$ cat config.mk
export PLATFORM = sky130hd
export DESIGN_NAME = uird_top
export DESIGN_NICKNAME = d
export VERILOG_FILES = /design/src/uird_fifo.v /design/src/uird_top.v
export VERILOG_INCLUDE_DIRS = /design/src /design/src/src
export SDC_FILE = /design/constraint.sdc
export NUM_CORES = 2
export LEC_CHECK = 0
export BUFFER_PORTS_ARGS = -buffer_cell sky130_fd_sc_hd__clkbuf_2
export CORE_MARGIN = 3
export CORE_UTILIZATION = 35
export CTS_BUF_LIST = sky130_fd_sc_hd__clkbuf_4 sky130_fd_sc_hd__clkbuf_8
export CTS_CLUSTER_SIZE = 28
export DETAILED_ROUTE_END_ITERATION = 10
export PLACE_DENSITY_LB_ADDON = 0.12
export SYNTH_ARGS = -nofsm -noshare
export SYNTH_HDL_FRONTEND = slang
export SYNTH_HIERARCHICAL = 1
export SYNTH_SLANG_ARGS = --single-unit
$ cat constraint.sdc
create_clock -name pclk -period 5 [get_ports pclk]
set_input_delay 0.75 -clock pclk [delete_from_list [all_inputs] [get_ports pclk]]
set_output_delay 0.75 -clock pclk [all_outputs]
set_load 0.05 [all_outputs]
$ cat src/uird_defines.vh
/*
  Constants of the UART channel control block: register byte
  addresses on the APB bus, reset values, field positions,
  interrupt identification codes.
  Assumes a 32-bit APB bus with one register per aligned word.
*/
`ifndef UIRD_DEFINES_VH
`define UIRD_DEFINES_VH

// Register byte addresses
`define UIRD_A_HOLD    8'h00
`define UIRD_A_IER     8'h04
`define UIRD_A_IIR     8'h08
`define UIRD_A_LCR     8'h0C
`define UIRD_A_MCR     8'h10
`define UIRD_A_LSR     8'h14
`define UIRD_A_MSR     8'h18
`define UIRD_A_SCR     8'h1C
`define UIRD_A_DIVL    8'h20
`define UIRD_A_DIVH    8'h24
`define UIRD_A_EFR     8'h28
`define UIRD_A_XON1    8'h2C
`define UIRD_A_XON2    8'h30
`define UIRD_A_XOFF1   8'h34
`define UIRD_A_XOFF2   8'h38
`define UIRD_A_TCR     8'h3C
`define UIRD_A_TLR     8'h40

// Reset values
`define UIRD_LCR_RST   8'h1D
`define UIRD_ZERO8     8'h00

// Field positions
`define UIRD_FCR_EN    0
`define UIRD_FCR_RXCLR 1
`define UIRD_FCR_TXCLR 2
`define UIRD_FCR_DMA   3
`define UIRD_LCR_BRK   6
`define UIRD_MCR_DTR   0
`define UIRD_MCR_RTS   1
`define UIRD_IER_RX    0
`define UIRD_IER_TX    1
`define UIRD_IER_LS    2
`define UIRD_IER_MS    3
`define UIRD_IER_XOFF  5
`define UIRD_IER_RTS   6
`define UIRD_IER_CTS   7

// Interrupt identification codes
`define UIRD_ID_NONE   6'b00_0001
`define UIRD_ID_LS     6'b00_0110
`define UIRD_ID_TOUT   6'b00_1100
`define UIRD_ID_RX     6'b00_0100
`define UIRD_ID_TX     6'b00_0010
`define UIRD_ID_MS     6'b00_0000
`define UIRD_ID_XOFF   6'b01_0000
`define UIRD_ID_CTS    6'b10_0000

`endif

$ cat src/uird_fifo.v
/*
  Circular FIFO with pointer logic and an occupancy count.
  Assumes the caller never pushes when full or pops when empty
  and that flush wins over push and pop.
*/
`timescale 1ns/1ps
module uird_fifo #(
  parameter W  = 8,
  parameter AW = 6
) (
  input  wire          clk,   // Clock
  input  wire          rstn,  // Async reset, active low
  input  wire          flush, // Clear pointers
  input  wire          push,  // Write din
  input  wire [W-1:0]  din,   // Entry in
  input  wire          pop,   // Drop head
  output wire [W-1:0]  head,  // Entry at head
  output reg  [AW:0]   count  // Entries held
);
  reg [W-1:0]  mem [0:(1<<AW)-1];
  reg [AW-1:0] wp_r;
  reg [AW-1:0] rp_r;

  assign head = mem[rp_r];

  always @(posedge clk) begin
    if (push && !flush) begin
      mem[wp_r] <= din;
    end
  end

  always @(posedge clk or negedge rstn) begin
    if (!rstn) begin
      wp_r  <= {AW{1'b0}};
      rp_r  <= {AW{1'b0}};
      count <= {(AW+1){1'b0}};
    end else if (flush) begin
      wp_r  <= {AW{1'b0}};
      rp_r  <= {AW{1'b0}};
      count <= {(AW+1){1'b0}};
    end else begin
      if (push) begin
        wp_r <= wp_r + {{(AW-1){1'b0}}, 1'b1};
      end
      if (pop) begin
        rp_r <= rp_r + {{(AW-1){1'b0}}, 1'b1};
      end
      if (push && !pop) begin
        count <= count + {{AW{1'b0}}, 1'b1};
      end else if (pop && !push) begin
        count <= count - {{AW{1'b0}}, 1'b1};
      end
    end
  end
endmodule

$ cat src/uird_top.v
/*
  One UART channel: reset states, prioritized interrupt
  identification and DMA request pins for single and block
  transfers, with the register file on APB.
  Assumes the receiver, transmitter and flow-control logic
  outside deliver characters, errors and detection pulses
  synchronous to pclk.
*/
// The implementer's own choices: the address map and the APB register port.
// Behaviour
// - Identification reads 01 after reset
// - Line control resets to 1D
// - Line status resets with bits 5,6
// - Modem deltas cleared, upper bits follow pins
// - Divisors, scratch, flow characters keep values
// - Reset drives serial, RTS, DTR, RX-DMA high
// - Seven enabled interrupt types gate irq
// - Identification reports highest pending source
// - Line status: overrun or FIFO errors
// - Timeout set stale, cleared by RX read
// - RX data by level or trigger
// - TX empty interrupt, cleared INTERRUPT_IDENT_REG/TX_HOLDING_REG
// - Xoff cleared by Xon or LINE_STATUS_REG read (Xon clears only Xoff, the read only special char)
// - CTS/RTS rising edge, cleared INTERRUPT_IDENT_REG read
// - LSR7 set while any FIFO error
// - LINE_STATUS_REG 4:2 show head errors
// - Enabled bits 3:0 give interrupt mode
// - FIFO control bit 3 selects DMA mode
// - Mode 0 or FIFO off: single transfers
// - TX request active when empty
// - RX request active while data held (block mode: set by trigger or timeout, cleared when empty or LSR7)
`timescale 1ns/1ps
`include "uird_defines.vh"
module uird_top #(
  parameter AW = 6
) (
  input  wire        pclk,          // Clock
  input  wire        presetn,       // Async reset, active low
  input  wire        psel,          // APB select
  input  wire        penable,       // APB enable
  input  wire        pwrite,        // APB write
  input  wire [7:0]  paddr,         // APB byte address
  input  wire [31:0] pwdata,        // APB write data
  output reg  [31:0] prdata,        // APB read data
  output reg         pready,        // APB ready
  output reg         pslverr,       // APB error, unmapped
  input  wire        rx_push,       // Received character strobe
  input  wire [7:0]  rx_char,       // Received character
  input  wire [2:0]  rx_err,        // Break, framing, parity
  input  wire        rx_timeout,    // Stale data strobe
  input  wire        rx_trig_hit,   // RX above trigger level
  input  wire        tx_trig_hit,   // TX passed trigger level
  input  wire        tx_pop,        // Transmitter took head
  input  wire        tx_shift_empty,// Shift register empty
  input  wire        tx_bit,        // Serial bit from shifter
  input  wire        xoff_det,      // Xoff detected strobe
  input  wire        xon_det,       // Xon detected strobe
  input  wire        spec_det,      // Special char strobe
  input  wire        cts_n,         // Clear to send, low
  input  wire        dsr_n,         // Data set ready, low
  input  wire        ri_n,          // Ring indicator, low
  input  wire        cd_n,          // Carrier detect, low
  output reg  [7:0]  tx_char,       // Char at TX FIFO head
  output reg         tx_avail,      // TX FIFO holds data
  output reg         ser_out,       // Serial output
  output reg         rts_n,         // Request to send, low
  output reg         dtr_n,         // Terminal ready, low
  output reg         tx_dma_request_n, // TX request, low
  output reg         rx_dma_request_n, // RX request, low
  output reg         irq_out        // Interrupt, high
);
  localparam [AW:0] DEPTH = 1 << AW;
  localparam [AW:0] ONE   = 1;

  reg  [7:0] ier_r, lcr_r, mcr_r, efr_r, tcr_r, tlr_r;
  reg  [7:0] fcr_r;
  reg  [7:0] divl_r, divh_r, scr_r;
  reg  [7:0] xon1_r, xon2_r, xoff1_r, xoff2_r;
  reg        ovr_r, tout_r, thr_int_r, xflow_r, xspec_r;
  reg        cts_int_r;
  reg  [3:0] msr_d_r;
  reg  [3:0] pin_prev_r;
  reg        primed_r;
  reg        txe_prev_r, txt_prev_r;
  reg  [AW:0] err_cnt_r;

  wire [AW:0]  rx_cnt, tx_cnt;
  wire [10:0]  rx_head;
  wire [7:0]   tx_head;
  wire         setup  = psel & ~penable;
  wire         access = psel & penable & pready;
  wire         wr     = access & pwrite;
  wire         rd     = access & ~pwrite;
  wire [7:0]   wd     = pwdata[7:0];
  wire         fifo_on = fcr_r[`UIRD_FCR_EN];
  wire [AW:0]  limit  = fifo_on ? DEPTH : ONE;
  wire         rx_full = (rx_cnt >= limit);
  wire         tx_full = (tx_cnt >= limit);
  wire         rx_empty = (rx_cnt == {(AW+1){1'b0}});
  wire         tx_empty = (tx_cnt == {(AW+1){1'b0}});

  wire rd_hold = rd & (paddr == `UIRD_A_HOLD);
  wire rd_iir  = rd & (paddr == `UIRD_A_IIR);
  wire rd_lsr  = rd & (paddr == `UIRD_A_LSR);
  wire rd_msr  = rd & (paddr == `UIRD_A_MSR);
  wire wr_hold = wr & (paddr == `UIRD_A_HOLD);
  wire wr_fcr  = wr & (paddr == `UIRD_A_IIR);

  wire rx_acc  = rx_push & ~rx_full;
  wire rx_pop  = rd_hold & ~rx_empty;
  wire tx_acc  = wr_hold & ~tx_full;
  wire tx_take = tx_pop & ~tx_empty;
  wire rx_flush = wr_fcr & wd[`UIRD_FCR_RXCLR];
  wire tx_flush = wr_fcr & wd[`UIRD_FCR_TXCLR];

  uird_fifo #(
    .W  (11),
    .AW (AW)
  ) u_rx (
    .clk   (pclk),
    .rstn  (presetn),
    .flush (rx_flush),
    .push  (rx_acc),
    .din   ({rx_err, rx_char}),
    .pop   (rx_pop),
    .head  (rx_head),
    .count (rx_cnt)
  );

  uird_fifo #(
    .W  (8),
    .AW (AW)
  ) u_tx (
    .clk   (pclk),
    .rstn  (presetn),
    .flush (tx_flush),
    .push  (tx_acc),
    .din   (wd),
    .pop   (tx_take),
    .head  (tx_head),
    .count (tx_cnt)
  );

  // Error bookkeeping over the whole RX FIFO
  wire in_err   = rx_acc & (|rx_err);
  wire head_err = rx_pop & (|rx_head[10:8]);
  wire lsr7     = (err_cnt_r != {(AW+1){1'b0}});
  wire [2:0] head_flags = rx_empty ? 3'b000 : rx_head[10:8];

  always @(posedge pclk or negedge presetn) begin
    if (!presetn) begin
      err_cnt_r <= {(AW+1){1'b0}};
    end else if (rx_flush) begin
      err_cnt_r <= {(AW+1){1'b0}};
    end else if (in_err && !head_err) begin
      err_cnt_r <= err_cnt_r + ONE;
    end else if (head_err && !in_err) begin
      err_cnt_r <= err_cnt_r - ONE;
    end
  end

  wire [7:0] line_status_reg = {lsr7, tx_empty & tx_shift_empty, tx_empty,
                    head_flags, ovr_r, ~rx_empty};
  wire [3:0] pins = {cd_n, ri_n, dsr_n, cts_n};
  wire [7:0] modem_status_reg  = {~pins, msr_d_r};

  // Pending sources, each gated by its enable
  wire p_ls   = ier_r[`UIRD_IER_LS] & (ovr_r | lsr7);
  wire p_tout = ier_r[`UIRD_IER_RX] & tout_r;
  wire rx_lvl = fifo_on ? rx_trig_hit : ~rx_empty;
  wire p_rx   = ier_r[`UIRD_IER_RX] & rx_lvl;
  wire p_tx   = ier_r[`UIRD_IER_TX] & thr_int_r;
  wire p_ms   = ier_r[`UIRD_IER_MS] & (|msr_d_r);
  wire p_xoff = ier_r[`UIRD_IER_XOFF] & (xflow_r | xspec_r);
  wire p_cts  = (ier_r[`UIRD_IER_RTS] | ier_r[`UIRD_IER_CTS]) &
                cts_int_r;

  reg [5:0] iir_id;
  always @* begin
    iir_id = `UIRD_ID_NONE;
    if (p_ls) begin
      iir_id = `UIRD_ID_LS;
    end else if (p_tout) begin
      iir_id = `UIRD_ID_TOUT;
    end else if (p_rx) begin
      iir_id = `UIRD_ID_RX;
    end else if (p_tx) begin
      iir_id = `UIRD_ID_TX;
    end else if (p_ms) begin
      iir_id = `UIRD_ID_MS;
    end else if (p_xoff) begin
      iir_id = `UIRD_ID_XOFF;
    end else if (p_cts) begin
      iir_id = `UIRD_ID_CTS;
    end
  end

  wire [7:0] interrupt_ident_reg = {fifo_on, fifo_on, iir_id};

  // Read data mux and address decode
  reg [7:0] rmux;
  reg       hit;
  always @* begin
    hit  = 1'b1;
    rmux = 8'h00;
    case (paddr)
      `UIRD_A_HOLD:  rmux = rx_empty ? 8'h00 : rx_head[7:0];
      `UIRD_A_IER:   rmux = ier_r;
      `UIRD_A_IIR:   rmux = interrupt_ident_reg;
      `UIRD_A_LCR:   rmux = lcr_r;
      `UIRD_A_MCR:   rmux = mcr_r;
      `UIRD_A_LSR:   rmux = line_status_reg;
      `UIRD_A_MSR:   rmux = modem_status_reg;
      `UIRD_A_SCR:   rmux = scr_r;
      `UIRD_A_DIVL:  rmux = divl_r;
      `UIRD_A_DIVH:  rmux = divh_r;
      `UIRD_A_EFR:   rmux = efr_r;
      `UIRD_A_XON1:  rmux = xon1_r;
      `UIRD_A_XON2:  rmux = xon2_r;
      `UIRD_A_XOFF1: rmux = xoff1_r;
      `UIRD_A_XOFF2: rmux = xoff2_r;
      `UIRD_A_TCR:   rmux = tcr_r;
      `UIRD_A_TLR:   rmux = tlr_r;
      default:       hit  = 1'b0;
    endcase
  end

  // APB answer: ready in the first access cycle
  always @(posedge pclk or negedge presetn) begin
    if (!presetn) begin
      pready  <= 1'b0;
      pslverr <= 1'b0;
      prdata  <= 32'h0000_0000;
    end else if (setup) begin
      pready  <= 1'b1;
      pslverr <= ~hit;
      prdata  <= {24'h00_0000, pwrite ? 8'h00 : rmux};
    end else begin
      pready  <= 1'b0;
      pslverr <= 1'b0;
    end
  end

  // Registers set by hardware reset: line control to 1D, the rest cleared
  always @(posedge pclk or negedge presetn) begin
    if (!presetn) begin
      ier_r <= `UIRD_ZERO8;
      fcr_r <= `UIRD_ZERO8;
      lcr_r <= `UIRD_LCR_RST;
      mcr_r <= `UIRD_ZERO8;
      efr_r <= `UIRD_ZERO8;
      tcr_r <= `UIRD_ZERO8;
      tlr_r <= `UIRD_ZERO8;
    end else if (wr && hit) begin
      case (paddr)
        `UIRD_A_IER: ier_r <= wd;
        `UIRD_A_IIR: fcr_r <= {wd[7:3], 2'b00, wd[0]};
        `UIRD_A_LCR: lcr_r <= wd;
        `UIRD_A_MCR: mcr_r <= wd;
        `UIRD_A_EFR: efr_r <= wd;
        `UIRD_A_TCR: tcr_r <= wd;
        `UIRD_A_TLR: tlr_r <= wd;
        default:     ier_r <= ier_r;
      endcase
    end
  end

  // Registers that hardware reset leaves alone
  always @(posedge pclk) begin
    if (wr) begin
      case (paddr)
        `UIRD_A_SCR:   scr_r   <= wd;
        `UIRD_A_DIVL:  divl_r  <= wd;
        `UIRD_A_DIVH:  divh_r  <= wd;
        `UIRD_A_XON1:  xon1_r  <= wd;
        `UIRD_A_XON2:  xon2_r  <= wd;
        `UIRD_A_XOFF1: xoff1_r <= wd;
        `UIRD_A_XOFF2: xoff2_r <= wd;
        default:       scr_r   <= scr_r;
      endcase
    end
  end

  // Sticky interrupt sources; a set always beats a clear
  wire rd_id_tx  = rd_iir & (prdata[5:0] == `UIRD_ID_TX);
  wire rd_id_cts = rd_iir & (prdata[5:0] == `UIRD_ID_CTS);
  wire txe_rise  = tx_empty & ~txe_prev_r;
  wire txt_rise  = tx_trig_hit & ~txt_prev_r;
  wire thr_set   = fifo_on ? txt_rise : txe_rise;
  wire rts_rise  = ~rts_n & ~mcr_r[`UIRD_MCR_RTS];
  wire cts_rise  = primed_r & cts_n & ~pin_prev_r[0];
  wire cts_set   = (ier_r[`UIRD_IER_RTS] & rts_rise) |
                   (ier_r[`UIRD_IER_CTS] & cts_rise);
  wire [3:0] chg = primed_r ?
                   {pins[3] ^ pin_prev_r[3],
                    pins[2] & ~pin_prev_r[2],
                    pins[1] ^ pin_prev_r[1],
                    pins[0] ^ pin_prev_r[0]} : 4'h0;

  always @(posedge pclk or negedge presetn) begin
    if (!presetn) begin
      ovr_r      <= 1'b0;
      tout_r     <= 1'b0;
      thr_int_r  <= 1'b0;
      xflow_r    <= 1'b0;
      xspec_r    <= 1'b0;
      cts_int_r  <= 1'b0;
      msr_d_r    <= 4'h0;
      pin_prev_r <= 4'hF;
      primed_r   <= 1'b0;
      txe_prev_r <= 1'b1;
      txt_prev_r <= 1'b0;
    end else begin
      primed_r   <= 1'b1;
      pin_prev_r <= pins;
      txe_prev_r <= tx_empty;
      txt_prev_r <= tx_trig_hit;
      ovr_r <= (rx_push & rx_full) | (ovr_r & ~rd_lsr);
      tout_r <= rx_timeout | (tout_r & ~rd_hold);
      thr_int_r <= thr_set |
                   (thr_int_r & ~rd_id_tx & ~wr_hold);
      xflow_r <= xoff_det | (xflow_r & ~xon_det);
      xspec_r <= spec_det | (xspec_r & ~rd_lsr);
      cts_int_r <= cts_set | (cts_int_r & ~rd_id_cts);
      msr_d_r <= chg | (msr_d_r & {4{~rd_msr}});
    end
  end

  // DMA requests, active low on the pins
  wire single = ~fifo_on | ~fcr_r[`UIRD_FCR_DMA];
  wire txrq   = single ? tx_empty : ~tx_full;
  reg  rxrq_blk_r;
  always @(posedge pclk or negedge presetn) begin
    if (!presetn) begin
      rxrq_blk_r <= 1'b0;
    end else if (rx_empty || lsr7) begin
      rxrq_blk_r <= 1'b0;
    end else if (rx_trig_hit || rx_timeout) begin
      rxrq_blk_r <= 1'b1;
    end
  end
  wire rxrq = single ? ~rx_empty : rxrq_blk_r;

  // Pin outputs, all straight from flops
  always @(posedge pclk or negedge presetn) begin
    if (!presetn) begin
      ser_out          <= 1'b1;
      rts_n            <= 1'b1;
      dtr_n            <= 1'b1;
      rx_dma_request_n <= 1'b1;
      tx_dma_request_n <= 1'b0;
      irq_out          <= 1'b0;
      tx_char          <= 8'h00;
      tx_avail         <= 1'b0;
    end else begin
      ser_out  <= tx_bit & ~lcr_r[`UIRD_LCR_BRK];
      rts_n    <= ~mcr_r[`UIRD_MCR_RTS];
      dtr_n    <= ~mcr_r[`UIRD_MCR_DTR];
      rx_dma_request_n <= ~rxrq;
      tx_dma_request_n <= ~txrq;
      irq_out  <= (iir_id != `UIRD_ID_NONE);
      tx_char  <= tx_head;
      tx_avail <= ~tx_empty;
    end
  end
endmodule

-- After elaboration in Yosys (flattened, before gate mapping)
Memory sizes are Yosys's and may differ from the RTL's. A register that Yosys moved wholly into a read port is not among the register bits.
Index checks and enable logic that the tools add are counted.
- add/subtract/negate cells: 10
- magnitude comparators: 2
- equality and inequality tests: 19
- multiplexer cells: 43
- bitwise logic cells: 89
- reductions and logical operators: 50
- operators with widths (kind ; count):
    8-bit case mux with 17 select lines ; 1
    6-bit two-way mux ; 15
    7-bit two-way mux ; 10
    8-bit by 6-bit equality test with 1-bit output (second input constant) ; 8
    1-bit bitwise AND ; 46
    8-bit by 5-bit equality test with 1-bit output (second input constant) ; 4
    2-bit AND reduction ; 14
    1-bit NOT ; 26
    6-bit by 1-bit adder with 6-bit output (second input constant) ; 4
    7-bit by 1-bit adder with 7-bit output (second input constant) ; 3
    7-bit by 1-bit subtractor with 7-bit output (second input constant) ; 3
    17-bit OR reduction ; 1
    8-bit by 4-bit equality test with 1-bit output (second input constant) ; 2
    8-bit two-way mux ; 2
    7-bit >= comparator ; 2
    7-bit zero test ; 2
    1-bit two-way mux ; 13
    1-bit OR ; 11
    2-bit nonzero test ; 5
    1-bit logical AND ; 9
    1-bit zero test ; 9
    3-bit nonzero test ; 3
    8-bit by 3-bit equality test with 1-bit output (second input constant) ; 1
    8-bit by 7-bit equality test with 1-bit output (second input constant) ; 1
    14 further kinds ; 18
- register bits: 186
- RAM bits: 1216
- input bits: 70
- output and inout bits: 49
- word-level logic and storage cells: 258
- memories: 2
- memories (memory ; depth ; bits a word ; read ports ; clocked after Yosys merged registers in ; write ports ; RTL line ; source):
    u_rx.mem ; 64 ; 11 ; 1 ; 0 ; 1 ; uird_fifo.v:20 ; reg [W-1:0] mem [0:(1<<AW)-1];
    u_tx.mem ; 64 ; 8 ; 1 ; 1 ; 1 ; uird_fifo.v:20 ;

-- Longest topological paths before layout
- depth after elaboration: 11
- depth in mapped cells: 18
- gate-level depth less buffers: 15

-- Hierarchy
The synthesis kept the hierarchy.
- modules (own cells, without submodules) (module ; instances ; cells an instance ; area an instance (um2) ; sequential area each (um2)):
    uird_fifo (u_rx) ; 1 ; 1391 ; 28403.5 ; 21615.7
    uird_fifo (u_tx) ; 1 ; 1064 ; 21031.4 ; 15850.2
    uird_top ; 1 ; 621 ; 7524.7 ; 4200.3

-- Worst setup path after synthesis
OpenSTA, ideal clock, no wires.
- path type: reg-to-reg
- start point: register u_rx.rp_r[0]
- end point: register err_cnt_r[6]
- setup time: 0.087 ns
- arrival time: 4.005 ns
- data required time: 4.913 ns
- slack: 0.908 ns
- cell stages (with the launch flop): 16
- path buffers: 2
- period minus slack after synthesis: 4.092 ns
- cells stage by stage: dfrtp_1 -> buf_6 -> buf_2 -> mux4_2 -> a22o_1 -> a221oi_1 -> o221ai_1 -> o311ai_4 -> nand2_1 -> fa_1 -> a211oi_1 -> o21bai_1 -> a21o_1 -> and3_1 -> o21a_1 -> nor3_1
- cells in the longest elaborated chain, start to end: 7
- elaborated cells between the ends (all ways): 9
- those cells by class: 2 x mux; 1 x bitwise; 5 x reduce/logical; 1 x memory
- RTL lines (item ; RTL line ; source):
    from (decl) ; uird_fifo.v:22 ; reg [AW-1:0] rp_r;
    from (signal assigned) ; uird_fifo.v:35 ; rp_r <= {AW{1'b0}};
    from (signal assigned) ; uird_fifo.v:39 ; rp_r <= {AW{1'b0}};
    from (signal assigned) ; uird_fifo.v:46 ; rp_r <= rp_r + {{(AW-1){1'b0}}, 1'b1};
    memory read 64 x 11 bit * ; n/a ;
    net rx_head[9] ; uird_top.v:88 ; wire [10:0] rx_head;
    3-bit OR reduction * ; uird_top.v:146 ; wire head_err = rx_pop & (|rx_head[10:8]);
    1-bit bitwise AND * ; uird_top.v:146 ;
    1-bit zero test ; uird_top.v:155 ; end else if (in_err && !head_err) begin
    1-bit logical AND ; uird_top.v:155 ;
    7-bit two-way mux ; uird_top.v:155 ;
    7-bit two-way mux ; uird_top.v:153 ; end else if (rx_flush) begin
    to (signal assigned) ; uird_top.v:152 ; err_cnt_r <= {(AW+1){1'b0}};
    to (signal assigned) ; uird_top.v:154 ; err_cnt_r <= {(AW+1){1'b0}};
    to (signal assigned) ; uird_top.v:156 ; err_cnt_r <= err_cnt_r + ONE;
    to (decl) ; uird_top.v:85 ; reg [AW:0] err_cnt_r;
Mark *: on every way through the listed nets, which the timed path passes. The rest lies on a longest branch.
A chain may end at the register's enable or synchronous reset.

-- Worst setup path after layout
Same ends and word-level chain as after synthesis.

==> impl_results.md <==
- Max_slew headroom: 11.4%
- Worst min path class: input port to flop
- Fraction of layout cells with a size suffix above 1: 27.6%
- Area delta synth->final: 14.8%
- Worst path required time: 5.80 ns
- YS warnings: 6
- Core outline area: 161000 sq um
- Rows: 147
- Die W: 409 microns
- Routed length per placed instance: 26.0 microns
- Max VDD drop: 0.276 mV
- Total number of vias: 29907
- First-pass GRT wire length: 219 mm
- Adder-cell share of the synthesized area: 0.655%
- Synth async-reset ratio: 9.79%
- Compound-cell area share of the yosys netlist: 4.51%
- Grt ovf: 0
- Fill cells: 14658
- GPL Wtd Cong: 0.876
- Port Buffers: 70
- Cell variety after synth: 87
- Simple-gate share of the synthesized area: 4.33%
- Setup crit end kind: flop
- HP Start: rx_err[2]
- Die area: 168000 sq um
- Crit path arrival time: 5.51 ns
- Hold Fails Final Rpt: 0
- EDFF count, synth: 1272
- Most frequent cells in the layout: edfxtp_1, mux2i_1, nor2_1
- Max FFs per register: 704
- Met3 usage: 4.23%
- R2R depth: 15
- Mux contribution to synthesized area: 14.7%
- Detailed Place HPWL: 95.4 mm
- RSZ-0062 raised after global routing: false
- H-tree levels: 4
- R2r endpoint: err_cnt_r[6]
- CTS tree: built
- Clock sinks: 1410
- M1 GR Usage: 23.2%
- Area after DPL: 60400 sq um
- Top_reg_cell synth: edfxtp_1
- Registers with the most flip-flops: u_rx/mem: 704 flops, u_tx/mem: 512 flops
- Setup violators final: 0
- Number of buffers on the longest clock path: 3
- Minimum clock period: 4.71 ns
- Vias in the first global route: 31547
- Crit Path Max Fanout: 14
- Leakage: 21.3 nW
- Antenna violations before repair: 7
- Worst Hold End: u_rx/mem[34][10]
- Die Y: 409 microns
- CTS root buffer: clkbuf_8
- Biggest register: u_rx/mem
- Pre-antenna DRT Iters: 6
- Global route hottest layer: met2
- Status: complete, no violations
- Largest net degree at the start of global routing: 79
- Worst setup SP type: flop
- XOR/XNOR share of the synthesized area: 0.494%
- Max Freq: 0.212 GHz
- TritonCTS Buffers: 236
- Max-Cap Viols: 0
- Post-synthesis cell area: 57000 sq um
- Hold path depth: 1
- Clk Latency, worst-skew pair: 0.97 ns
- Via density: 5.17
- Largest family of logic cells by synthesized area: multiplexers
- Drt initial violations: 2330
- Fin Clk Skew: 0.0839 ns
- Post-route cell area: 65400 sq um
- Routed Antenna Nets: 0
- Met2 GRT Util: 29.7%
- Setup TNS: 0 ns
- Commonest non-fill, non-tap cell in the layout: edfxtp_1
- NumNets Final: 3515
- Clk slew on worst S/H paths: 0.06 ns
- Crit path kind: flop to flop
- R2R Setup Slk: 0.29 ns
- Post-synthesis cell count: 3076
- Pwr/cell area: 431 nW/um^2
- Yosys reg bits: 1410
- GRT Util Overall: 17.8%
- Placed instance count: 5323
- Final core utilization: 40.6%
- Mean Syn Cell Area: 18.5 sq um
- Remaining DRCs: 0
- FF-to-FF Start: u_rx/rp_r[0]
- Post-Route WL: 150 mm
- Fin crit share: 94.2%
- Initial Util: 35.4%
- Worst slew pin tran: 1.32 ns
- Slew Viols, Final: 0
- Register area share after synthesis: 73.2%
- Final cell count without fillers: 5781
- I/O pins: 119
## routing by layer
metal  up-vias  part of all wire, %
li1      13117                    -
met1     15671                   42
met2       886                   50
met3       229                  6.0
met4         4                  2.3
met5         -                0.014
## cell type report
cell class | instances | area [sq um] | share of cell area, %
tap | 2160 | 2700 | 4.13
antenna | 7 | 17.5 | 0.0268
timing repair buffer | 263 | 1930 | 2.95
clock buffer | 331 | 4010 | 6.13
inverter | 22 | 82.6 | 0.126
clock inverter | 104 | 757 | 1.16
multi-input combinational | 1484 | 14200 | 21.7
sequential | 1410 | 41700 | 63.8
## where the power goes
group,switching (mW),internal (mW)
Sequential,0.395,13.1
Combinational,2.70,1.77
Clock,4.66,5.51
## synth_stat cells (8+ instances only)
cell type	count	area [sq um]
dfstp_2	13	342
nor2b_1	16	100
clkbuf_1	63	236
and3_1	22	138
a22o_1	9	78.8
inv_1	22	82.6
buf_2	39	195
mux4_2	236	5320
o221ai_1	17	149
buf_1	9	33.8
xnor2_1	12	105
nand4_1	9	56.3
a21o_1	8	60.1
buf_6	22	248
xor2_1	17	149
or3_1	12	75.1
ha_1	25	313
nor3_1	18	90.1
o41ai_1	8	70.1
nand3_1	38	190
a21oi_1	37	185
nand2_1	89	334
o22ai_1	65	407
and2_1	9	56.3
a211oi_1	43	323
a32oi_1	11	96.3
nand2b_1	13	81.3
a22oi_1	31	233
dfrtp_1	125	3130
a2111oi_2	18	270
o21ai_0	43	215
mux2i_1	249	2490
edfxtp_1	1272	38200
nor2_1	245	920
buf_4	46	345
mux2_2	52	586
## critical path: stages, from the launching register on
cell	delay (ns)
dfrtp_4	0.54
buf_12	0.18
buf_12	0.17
mux4_2	0.51
mux2i_1	0.35
o21ai_0	0.29
and3_1	0.34
o311ai_4	0.37
nand2_1	0.22
fa_1	0.47
a211oi_1	0.28
o21bai_1	0.12
a21o_1	0.19
and3_1	0.18
o21a_1	0.18
nor3_1	0.16
## worst max-delay path by stage
stage | from | to | depth (start not counted)
finish | u_rx/rp_r[0] | err_cnt_r[6] | 15
global route | u_rx/rp_r[0] | err_cnt_r[6] | 16
CTS | u_rx/rp_r[0] | err_cnt_r[6] | 16
detailed placement | u_rx/rp_r[0] | err_cnt_r[6] | 16
global placement | u_rx/rp_r[0] | err_cnt_r[6] | 16
floorplan | u_rx/rp_r[0] | err_cnt_r[6] | 15
## logic make-up (layout without fill, tap and decap cells)
group                      Yosys count  count (layout)
xor gates and xnor gates            30              30
adders and majority gates           28              28
and+or+nand+nor                    524             524
buffers and inverters              205             720
DFF                               1410            1410
AOI/OAI and AO/OA                  340             340
other                                2              32
muxes                              537             537
## repair_timing
action | CTS | global route
gates resized for setup | 0 | 2
endpoints found under the setup margin | 0 | 1
hold buffers | 11 | 0
setup buffers | 0 | 4
endpoints found under the hold margin | 65 | 0
## per-stage QoR
stage          setup slack [ns]  total power, mW  hold WS [ns]
3_5_place_dp              0.299             18.3         0.433
4_1_cts                   0.155             28.6        0.0479
2_1_floorplan             0.908             16.8         0.370
3_3_place_gp              0.193             18.2         0.427
5_1_grt                  0.0401             29.5        0.0563
6_report                  0.288             28.2         0.139
Note: power is estimated with default switching activity, not from simulation.
